File: src/ccr_pkg.sv
/*
 * ccr_pkg: register offsets, field positions, reset values and mode codes
 * for the comparator change flag and reference control block.
 * Assumes a 32-bit APB slave where each register takes one aligned word.
 */
package ccr_pkg;
    // register indices as printed; byte address is four times the index
    localparam logic [7:0]  IDX_INTERRUPT_CONTROL   = 8'h0b;
    localparam logic [7:0]  IDX_PERIPHERAL_FLAGS    = 8'h0c;
    localparam logic [7:0]  IDX_COMPARATOR_CONTROL  = 8'h1f;
    localparam logic [7:0]  IDX_PORT_A_DIRECTION    = 8'h85;
    localparam logic [7:0]  IDX_PERIPHERAL_ENABLES  = 8'h8c;
    localparam logic [7:0]  IDX_REFERENCE_CONTROL   = 8'h9f;
    localparam logic [7:0]  IDX_SLEEP_CONTROL       = 8'hc0;

    // field positions
    localparam int          BIT_SECOND_RESULT       = 7;
    localparam int          BIT_FIRST_RESULT        = 6;
    localparam int          BIT_INPUT_SWITCH        = 3;
    localparam int          BIT_CHANGE_FLAG         = 6;
    localparam int          BIT_CHANGE_IRQ_ENABLE   = 6;
    localparam int          BIT_GLOBAL_IRQ_ENABLE   = 7;
    localparam int          BIT_PERIPH_IRQ_ENABLE   = 6;
    localparam int          BIT_REF_POWER_ON        = 7;
    localparam int          BIT_REF_PIN_DRIVE       = 6;
    localparam int          BIT_REF_RANGE           = 5;

    // writable masks (unimplemented bits read as zero)
    localparam logic [7:0]  MASK_COMPARATOR_WR      = 8'h0f;
    localparam logic [7:0]  MASK_REFERENCE_WR       = 8'hef;
    localparam logic [7:0]  MASK_PORT_A_WR          = 8'h1f;
    localparam logic [7:0]  MASK_INTERRUPT_WR       = 8'hfe;

    // reset values
    localparam logic [7:0]  RST_INTERRUPT_CONTROL   = 8'h00;
    localparam logic [3:0]  RST_COMPARATOR_CONTROL  = 4'h0;
    localparam logic [7:0]  RST_PORT_A_DIRECTION    = 8'h1f;
    localparam logic [7:0]  RST_REFERENCE_CONTROL   = 8'h00;

    // comparator mode field codes
    typedef enum logic [2:0] {
        CCR_MODE_RESET    = 3'h0,
        CCR_MODE_INTERNAL = 3'h2,
        CCR_MODE_OFF      = 3'h7
    } ccr_mode_t;
endpackage

File: src/ccr_top.sv
/*
 * ccr_top: digital control for two analog comparators and a 16-tap
 * reference ladder. Holds the comparator control, flag, enable, interrupt
 * control, port direction and reference control registers, detects result
 * changes and drives the interrupt request and the wake request.
 * Assumes: APB master on pclk, comparator outputs asynchronous to pclk,
 * the core sleep state written over APB to sleep control bit 0.
 */
// Contract
// RULE1 - set change flag whenever either synchronised result differs from latched value
// RULE2 - results readable at comparator control bits 7 and 6
// RULE3 - change flag at flag bit 6; write 0 clears, write 1 sets
// RULE4 - request only when change enable, peripheral enable and global enable set
// RULE5 - any read or write of comparator control relatches current results
// RULE6 - mismatch keeps setting the flag until relatched
// RULE7 - software relatches comparator control before clearing the flag
// RULE8 - a change coinciding with the control read may leave flag unset
// RULE9 - comparators stay active in sleep; enabled change interrupt wakes core
// RULE10 - mode 111 powers both comparators off
// RULE11 - waking from sleep leaves comparator control unchanged
// RULE12 - reset gives mode 000, analog inputs, comparators off during reset
// RULE13 - reference power bit 7 powers ladder; clear means powered down
// RULE14 - four-bit tap select picks one of 16 levels per range
// RULE15 - range 1 gives tap/24 of supply; range 0 quarter plus tap/32
// RULE16 - reference bit 4 and comparator bits 5,4 read zero
// RULE17 - reset clears reference power, pin drive, range and tap
// RULE18 - mode 010 routes internal reference to both positive inputs
// RULE19 - result bits are read only; writes ignored
// RULE20 - comparator outputs synchronised before mismatch detection
`timescale 1ns/1ps
module ccr_top
    import ccr_pkg::*;
(
    // apb slave
    input  wire logic        pclk,
    input  wire logic        presetn,
    input  wire logic        psel,
    input  wire logic        penable,
    input  wire logic        pwrite,
    input  wire logic [11:0] paddr,
    input  wire logic [31:0] pwdata,
    output logic      [31:0] prdata,
    output logic             pready,
    output logic             pslverr,
    // analog comparator side
    input  wire logic        first_comparator_result,
    input  wire logic        second_comparator_result,
    output logic      [2:0]  comparator_mode_field,
    output logic             input_switch_select,
    output logic             comparators_powered,
    output logic             internal_ref_to_positive,
    // reference ladder side
    output logic             reference_power_on,
    output logic             reference_pin_drive,
    output logic             reference_range_select,
    output logic      [3:0]  reference_tap_select,
    output logic      [4:0]  port_a_direction,
    // core side
    output logic             irq_request,
    output logic             wake_request
);

    // whole state of the block
    typedef struct packed {
        logic [1:0]  sync1;
        logic [1:0]  sync2;
        logic [1:0]  latched;
        logic        change_flag;
        logic        change_irq_enable;
        logic [6:0]  irq_ctrl;      // bits 7..1 of interrupt control
        logic [3:0]  cmp_ctrl;      // input switch and mode field
        logic [4:0]  porta_dir;
        logic [7:0]  ref_ctrl;
        logic        sleeping;
        logic [31:0] rdata;
        logic        ready;
        logic        slverr;
        logic        irq;
        logic        wake;
        logic        powered;       // low in mode 111 and in reset
        logic        int_ref;       // internal reference on positive inputs
    } ccr_state_t;

    ccr_state_t s_q;
    ccr_state_t s_d;

    logic [7:0]  reg_idx;
    logic        addr_ok;
    logic        setup;
    logic [7:0]  wbyte;
    logic [7:0]  rbyte;
    logic        cmp_access;
    logic        mismatch;
    logic        irq_cond;

    // address decode: word aligned index within range
    assign reg_idx  = paddr[9:2];
    assign addr_ok  = (paddr[1:0] == 2'h0) && (paddr[11:10] == 2'h0);
    assign setup    = psel && !penable;
    assign wbyte    = pwdata[7:0];

    // read mux, unimplemented bits zero
    always_comb begin
        rbyte = 8'h00;
        unique case (reg_idx)
            IDX_INTERRUPT_CONTROL: begin
                rbyte = {s_q.irq_ctrl, 1'b0};
            end
            IDX_PERIPHERAL_FLAGS: begin
                rbyte[BIT_CHANGE_FLAG] = s_q.change_flag;
            end
            IDX_COMPARATOR_CONTROL: begin
                // RULE2 results readable
                // RULE16 bits 5,4 zero
                rbyte = {s_q.sync2[1], s_q.sync2[0], 2'h0, s_q.cmp_ctrl};
            end
            IDX_PORT_A_DIRECTION: begin
                rbyte = {3'h0, s_q.porta_dir};
            end
            IDX_PERIPHERAL_ENABLES: begin
                rbyte[BIT_CHANGE_IRQ_ENABLE] = s_q.change_irq_enable;
            end
            IDX_REFERENCE_CONTROL: begin
                // RULE16 bit 4 zero
                rbyte = s_q.ref_ctrl & MASK_REFERENCE_WR;
            end
            IDX_SLEEP_CONTROL: begin
                rbyte[0] = s_q.sleeping;
            end
            default: begin
                rbyte = 8'h00;
            end
        endcase
    end

    // any access to comparator control, decoded in its setup cycle
    assign cmp_access = setup && addr_ok && (reg_idx == IDX_COMPARATOR_CONTROL);

    // RULE20 compare only synchronised results
    // RULE1 mismatch against latched value
    assign mismatch = (s_q.sync2 != s_q.latched);

    // RULE4 three enables gate request
    assign irq_cond = s_q.change_flag && s_q.change_irq_enable
                      && s_q.irq_ctrl[BIT_PERIPH_IRQ_ENABLE - 1]
                      && s_q.irq_ctrl[BIT_GLOBAL_IRQ_ENABLE - 1];

    // next state
    always_comb begin
        s_d = s_q;
        // two-stage synchroniser for the comparator outputs
        s_d.sync1 = {second_comparator_result, first_comparator_result};
        s_d.sync2 = s_q.sync1;
        s_d.ready  = 1'b0;
        s_d.slverr = 1'b0;
        // zero-wait-state apb answer: data prepared in setup
        if (setup) begin
            s_d.ready  = 1'b1;
            s_d.slverr = !addr_ok;
            s_d.rdata  = (addr_ok && !pwrite) ? {24'h0, rbyte} : 32'h0;
            if (addr_ok && pwrite) begin
                unique case (reg_idx)
                    IDX_INTERRUPT_CONTROL: begin
                        s_d.irq_ctrl = wbyte[7:1];
                    end
                    IDX_PERIPHERAL_FLAGS: begin
                        // RULE3 write sets or clears flag
                        s_d.change_flag = wbyte[BIT_CHANGE_FLAG];
                    end
                    IDX_COMPARATOR_CONTROL: begin
                        // RULE19 result bits ignored on write
                        s_d.cmp_ctrl = wbyte[3:0];
                    end
                    IDX_PORT_A_DIRECTION: begin
                        s_d.porta_dir = wbyte[4:0];
                    end
                    IDX_PERIPHERAL_ENABLES: begin
                        s_d.change_irq_enable = wbyte[BIT_CHANGE_IRQ_ENABLE];
                    end
                    IDX_REFERENCE_CONTROL: begin
                        s_d.ref_ctrl = wbyte & MASK_REFERENCE_WR;
                    end
                    IDX_SLEEP_CONTROL: begin
                        s_d.sleeping = wbyte[0];
                    end
                    default: begin
                        s_d.rdata = 32'h0;
                    end
                endcase
            end
        end
        // RULE5 access relatches results
        // RULE8 a change in this cycle is absorbed by the relatch
        if (cmp_access) begin
            s_d.latched = s_q.sync2;
        end
        // RULE6 mismatch keeps setting flag, set wins over clear
        // RULE1 flag set on change
        if (mismatch && !cmp_access) begin
            s_d.change_flag = 1'b1;
        end
        s_d.irq  = irq_cond;
        // RULE9 enabled change wakes core, independent of global enable
        // RULE11 wake clears only sleep control bit 0, not comparator control
        s_d.wake = s_q.sleeping && s_q.change_flag && s_q.change_irq_enable;
        if (s_q.sleeping && s_q.change_flag && s_q.change_irq_enable) begin
            s_d.sleeping = 1'b0;
        end
        // RULE10 mode 111 powers comparators off
        s_d.powered = (s_d.cmp_ctrl[2:0] != CCR_MODE_OFF);
        // RULE18 mode 010 routes internal reference
        s_d.int_ref = (s_d.cmp_ctrl[2:0] == CCR_MODE_INTERNAL);
    end

    // state register
    // RULE12 reset selects mode 000
    // RULE17 reset clears reference control
    always_ff @(posedge pclk or negedge presetn) begin
        if (!presetn) begin
            s_q                   <= '0;    // comparators powered down
            s_q.irq_ctrl          <= RST_INTERRUPT_CONTROL[7:1];
            s_q.cmp_ctrl          <= RST_COMPARATOR_CONTROL;
            s_q.porta_dir         <= RST_PORT_A_DIRECTION[4:0];
            s_q.ref_ctrl          <= RST_REFERENCE_CONTROL;
        end else begin
            s_q <= s_d;
        end
    end

    // drive ports straight from state flip-flops
    assign prdata                   = s_q.rdata;
    assign pready                   = s_q.ready;
    assign pslverr                  = s_q.slverr;
    assign irq_request              = s_q.irq;
    assign wake_request             = s_q.wake;
    assign comparator_mode_field    = s_q.cmp_ctrl[2:0];
    assign input_switch_select      = s_q.cmp_ctrl[BIT_INPUT_SWITCH];
    assign comparators_powered      = s_q.powered;
    assign internal_ref_to_positive = s_q.int_ref;
    // RULE13 ladder power
    assign reference_power_on       = s_q.ref_ctrl[BIT_REF_POWER_ON];
    assign reference_pin_drive      = s_q.ref_ctrl[BIT_REF_PIN_DRIVE];
    // RULE15 range select steers ladder segment
    assign reference_range_select   = s_q.ref_ctrl[BIT_REF_RANGE];
    // RULE14 tap select picks the level
    assign reference_tap_select     = s_q.ref_ctrl[3:0];
    assign port_a_direction         = s_q.porta_dir;

endmodule

File: config.mk
export PLATFORM = sky130hd
export DESIGN_NAME = ccr_top
export DESIGN_NICKNAME = d
export VERILOG_FILES = /design/src/ccr_pkg.sv /design/src/ccr_top.sv
export SDC_FILE = /design/constraint.sdc
export NUM_CORES = 1
export LEC_CHECK = 0
export BUFFER_PORTS_ARGS = -buffer_cell sky130_fd_sc_hd__clkbuf_2
export CAP_MARGIN = 20
export CORE_ASPECT_RATIO = 2
export CORE_MARGIN = 5
export CORE_UTILIZATION = 35
export CTS_BUF_LIST = sky130_fd_sc_hd__clkbuf_16
export CTS_CLUSTER_DIAMETER = 120
export DETAILED_ROUTE_END_ITERATION = 7
export SLEW_MARGIN = 30
export SYNTH_ARGS = -nofsm -noshare
export SYNTH_HDL_FRONTEND = slang
export SYNTH_SLANG_ARGS = --single-unit
File: constraint.sdc
create_clock -name pclk -period 1.5 [get_ports pclk]
set_input_delay 0.3 -clock pclk [delete_from_list [all_inputs] [get_ports pclk]]
set_output_delay 0.3 -clock pclk [all_outputs]
set_load 0.02 [all_outputs]
* Word-level counts from Yosys, hierarchy flattened
Index checks and enable logic that the tools add are counted.
** Storage, ports and cells
- Output and inout bits :: 54
- Input bits :: 51
- Logic and storage cells :: 77
- Flip-flop bits (word level) :: 70
** Operators by class
- Multiplexer cells :: 17
- Reduce and logical (&&, ||, !) cells :: 32
- Equality and inequality tests :: 10
** Operators with widths (number)
- two-way mux 61 bit :: 1
- two-way mux 59 bit :: 1
- == test 8 bit (second input constant) :: 4
- two-way mux 8 bit :: 3
- AND reduction 3 bit :: 7
- one-hot mux 5 bit (4 select lines) :: 1
- == test 8 x 4 -> 1 bit (second input constant) :: 2
- logical AND 1 bit :: 12
- nonzero test 2 bit :: 6
- == test 8 x 5 -> 1 bit (second input constant) :: 1
- two-way mux 7 bit :: 1
- OR reduction 7 bit :: 1
- two-way mux 1 bit :: 5
- two-way mux 5 bit :: 1
- one-hot mux 1 bit (5 select lines) :: 1
- zero test 1 bit :: 4
- zero test 2 bit :: 2
- two-way mux 4 bit :: 1
- one-hot mux 1 bit (4 select lines) :: 1
- == test 3 x 2 -> 1 bit (second input constant) :: 1
- != test 3 bit (second input constant) :: 1
- one-hot mux 1 bit (3 select lines) :: 1
- != test 2 bit :: 1

* Depth between registers and ports, before layout
- Depth in word-level cells :: 8
- Depth in mapped cells :: 6
- Mapped depth without buffers :: 5

* Least setup slack after synthesis
Ideal clock, no wire load.
- Kind :: in2reg
- Start point :: in paddr[1]
- End point :: reg s_q (netlist bit comparator_mode_field[0])
- Setup slack :: -0.372 ns
- Arrival time :: 1.747 ns
- Path buffers :: 1
- Stages :: 5
- Library setup time :: 0.125 ns
- Required time :: 1.375 ns
- Cell sequence :: nor4_4 nand3_4 or4b_4 buf_6 mux2_4
** RTL lines
- start, declared :: line ccr_top.sv:40 : input wire logic [11:0] paddr,
- end, declared :: line ccr_top.sv:84 : ccr_state_t s_q;

* Final worst setup path
- Start point :: in paddr[1]
- End point :: reg s_q (netlist bit input_switch_select)
** On the way
- Word-level cells in the longest chain between the ends :: 4
** Ends and longest elaborated chain
- zero test 2 bit :: line ccr_top.sv:98 : assign addr_ok = (paddr[1:0] == 2'h0) && (paddr[11:10] == 2'h0);
- logical AND 1 bit :: line ccr_top.sv:98
- logical AND 1 bit :: line ccr_top.sv:161 : if (addr_ok && pwrite) begin
- AND reduction 3 bit (no source line)
No other way between the ends.
A chain may end at the register's enable or synchronous reset.

==> reports/results.txt <==
The total area inside the core boundary comes to 7270 um^2. In the final routed layout, each cell accounts on average for 16.2 um. The run gives 2.68 mW as the sum of internal, switching and leakage power. 105 I/O pins were placed. The critical path ends at input_switch_select. Data on the critical path arrives at its endpoint at 1.74 ns.

The final routed wirelength across all metal layers was 6420 um. In this run, synthesis inferred 0 flip-flops with an integrated enable. The repair_antennas step left the layout with diodes totalling 0. The adder-cell area share of the yosys netlist works out to 0%. Clock tree synthesis selected as its root buffer the cell clkbuf_16. Of the total synthesized cell area, the portion taken by XOR and XNOR cells is 0.677%.

The tools report the total CTS buffers as 5. The logs give 1.69 nW for the leakage power of the design and 35.6% for the effective utilization at floorplan. Along the worst path, the maximum fanout reaches 6. The sequential cell area fraction in the yosys report was 44.7%; the final worst-path cycle share was 105%. Setup violations remaining at the end of the flow were counted as 13. The weighted congestion reported at the end of routability-driven placement is 0.865. The logs give 2019 for the number of global-route vias before repair and 0.29 ns for the source-to-sink clock delay at the later pin of the worst-skew pair. STA classifies the critical path startpoint as an input port. The number of nets in the finished design was 355. VDD sags by at most 539 uV. By area the synthesized netlist is led by dfrtp_1, buf_4, mux2_2. Global routing used 14.2% of the available tracks.

Multiplexer cells account for 16.5% of the synthesized area. TritonCTS built the clock tree. The startpoint of the worst-slack reg-to-reg timing path is port_a_direction[0]. The Yosys step of the flow raised 0 warnings. The number of cells on the worst reg-to-reg path is 4, and the global-route wire length before repair is 10300 um.

The floorplan step set the die width to 70.8 um. Leaving out filler cells and counting taps, the final layout contains 397. Among all flip-flop cells after synthesis, the most frequent one is dfrtp_1. The tools report the violation count after the first detailed-routing iteration as 81.

The logs give 5120 um for the half-perimeter wire length after detailed placement and 0.15 ns for the register-to-register path setup slack. Static timing analysis puts the maximum clock frequency at 638 MHz. The run gives 1906 as the vias after detailed routing. The routed design could run at a clock period as short as 1.57 ns.

Before antenna repair, the detailed router went through 4 iterations. The logs give 0 for the number of failing hold endpoints at the final stage and 0 for the number of antenna violations at the first check in global routing. Each instance of the synthesized netlist takes up on average 11.6 um^2. The CTS sink count was 46; the count of buffers from port buffering was 56. The final reports fail on setup timing. The final worst-path setup slack is -0.0681 ns, and the area growth from synthesis to layout is 30.8%. Setup repair after global routing could not meet its margin everywhere.

After detailed routing, the number of vias per cell comes to 4.80. Summed over all instances, the cell type with the most area after synthesis is dfrtp_1. The flow ran to the end, but the final reports show violations.

Synthesis produced a netlist whose cell count is 224. Worst hold path startpoint: second_comparator_result. The worst register-to-register path ends at prdata[0]. Global routing finished with a remaining overflow of 0. The worst setup path is of the in -> reg kind. For this run, design rule violations remaining after detail routing come to 0. The worst setup path is captured at a flip-flop.

After synthesis, the largest family of logic cells by area is simple AND/OR/NAND/NOR gates. The tool flagged a number of max-cap violations equal to 0. The count of nets left with antenna violations once routing finished came out at 0. Between clock sinks in the finished design, the worst skew comes to 0.00322 ns.

Kind of path behind the tightest hold check: in -> reg. The number of max-slew violations in the final report was 0; the maximum level of the CTS H-tree was 2. Entering global routing, the biggest net connects 47 pins. Counting tap cells, the placed design contains a total of 385 instances. The area of the die is 9320 um^2, and the netlist area before placement is 2590 um^2.

Power spread over the standard cell area amounts to 793 nW/um^2. In this run the core area contains 44 standard-cell rows. The share of post-route cells with drive strength above 1 is 54.8%, and the clock slew at the register clock pins of the worst setup and hold paths is 0.06 ns.

Counting along the longest clock path gives a buffer depth of 2. The share of synthesized area in the top cell type comes to 39.7%. The post-synthesis share of cell area spent on and, or, nand and nor gates is 17.0%.

The number of distinct library cells after synthesis was 51. In this run, synthesis produced a sequential element count of 46. In the synthesized netlist the async set-or-reset flop fraction comes to 100%.

First element of the critical path: paddr[1]. Summing the areas of all compound-gate instances in the mapped netlist gives 5.95% of the synthesized area. The floorplan step set the die height to 132 um. The run gives 1.68 ns as the critical path required time.
## through the flow
stage,utilization (%),hold slack [ns],worst slack (ns),setup TNS [ns],cell area (um^2)
after floorplan,-,0.00441,-0.372,-5.99,2730
after global placement,42.4,0.297,-0.405,-11.41,3080
after detailed placement,42.4,0.306,-0.411,-11.35,3080
after CTS,45.8,0.108,-0.115,-1.15,3330
after global routing,46.6,0.103,-0.102,-1.20,3380
final,46.6,0.115,-0.0681,-0.522,3380
## cell usage after synthesis, types with 3 or more instances
library cell	n
buf_4	45
dfrtp_1	41
mux2_2	26
nand2_1	12
nor4_1	7
mux2i_1	6
nor2_1	6
o21ai_0	6
dfstp_2	5
mux2_4	5
clkbuf_1	4
inv_1	4
nand2b_1	4
nor3_1	4
a311oi_1	3
nand3_1	3
## report_power, final
part / leakage [nW] / internal, mW / switching (mW)
combinational: 1.02 / 0.129 / 0.194
clock: 0.0664 / 0.623 / 0.483
sequential: 0.603 / 1.25 / 0.00457
## sequential cells by signal, summed over array words and instances (netlist names)
signal	count
s_q	14
prdata	8
port_a_direction	5
reference_tap_select	4
comparator_mode_field	3
s_d	2
comparators_powered	1
input_switch_select	1
internal_ref_to_positive	1
irq_request	1
pready	1
pslverr	1
reference_pin_drive	1
reference_power_on	1
reference_range_select	1
wake_request	1
## how the worst min path moves through the flow
stage	end	slack, ns	cells after the start
2_1_floorplan	comparator_mode_field[0]	0.004	0
3_3_place_gp	s_q[59]	0.30	2
3_5_place_dp	s_q[59]	0.31	2
4_1_cts	s_d[68]	0.11	1
5_1_grt	s_d[68]	0.10	1
6_report	s_d[68]	0.12	1
## cells by family after synthesis
kind of cell	after synthesis
buffers and inverters	56
xor gates and xnor gates	2
AOI/OAI and AO/OA	21
and+or+nand+nor	61
muxes	37
other	1
DFF	46
## placed cells by master, fill, tap and decap left out, types with 6 or more instances in the layout
cell / n
clkbuf_2: 50
buf_4: 42
dfrtp_1: 41
conb_1: 24
mux2_2: 18
mux2_4: 13
nand2_1: 11
nor2_1: 6
mux2i_1: 6
## critical path, cell delays in order
cell and delay (ns):
buf_8 0.10, nor4_4 0.34, nand3_4 0.11, or4b_4 0.57
mux2_4 0.33
## repair_timing
| item | CTS | global route |
|---|---|---|
| gates resized for setup | 15 | 16 |
| setup endpoints to repair | 25 | 33 |
| setup buffers | 3 | 1 |
| hold endpoints to repair | 34 | 0 |
| pin swaps | 5 | 7 |
| hold buffers | 1 | 0 |
## cell type report
| class | instances | area (um^2) |
|---|---|---|
| clock buffer | 5 | 125 |
| fill | 739 | 3880 |
| multi-input combinational | 145 | 1250 |
| tap | 92 | 115 |
| timing repair buffer | 102 | 701 |
| clock inverter | 3 | 23.8 |
| sequential | 46 | 1160 |
| inverter | 4 | 15.0 |
## routing by layer
metal	wire, um	vias up	GRT usage, %
li1	-	903	-
met1	2370	925	15.8
met2	3490	70	25.1
met3	381	8	2.68
met4	169	0	7.22
met5	0	-	0
(Power assumes the default switching activity.)
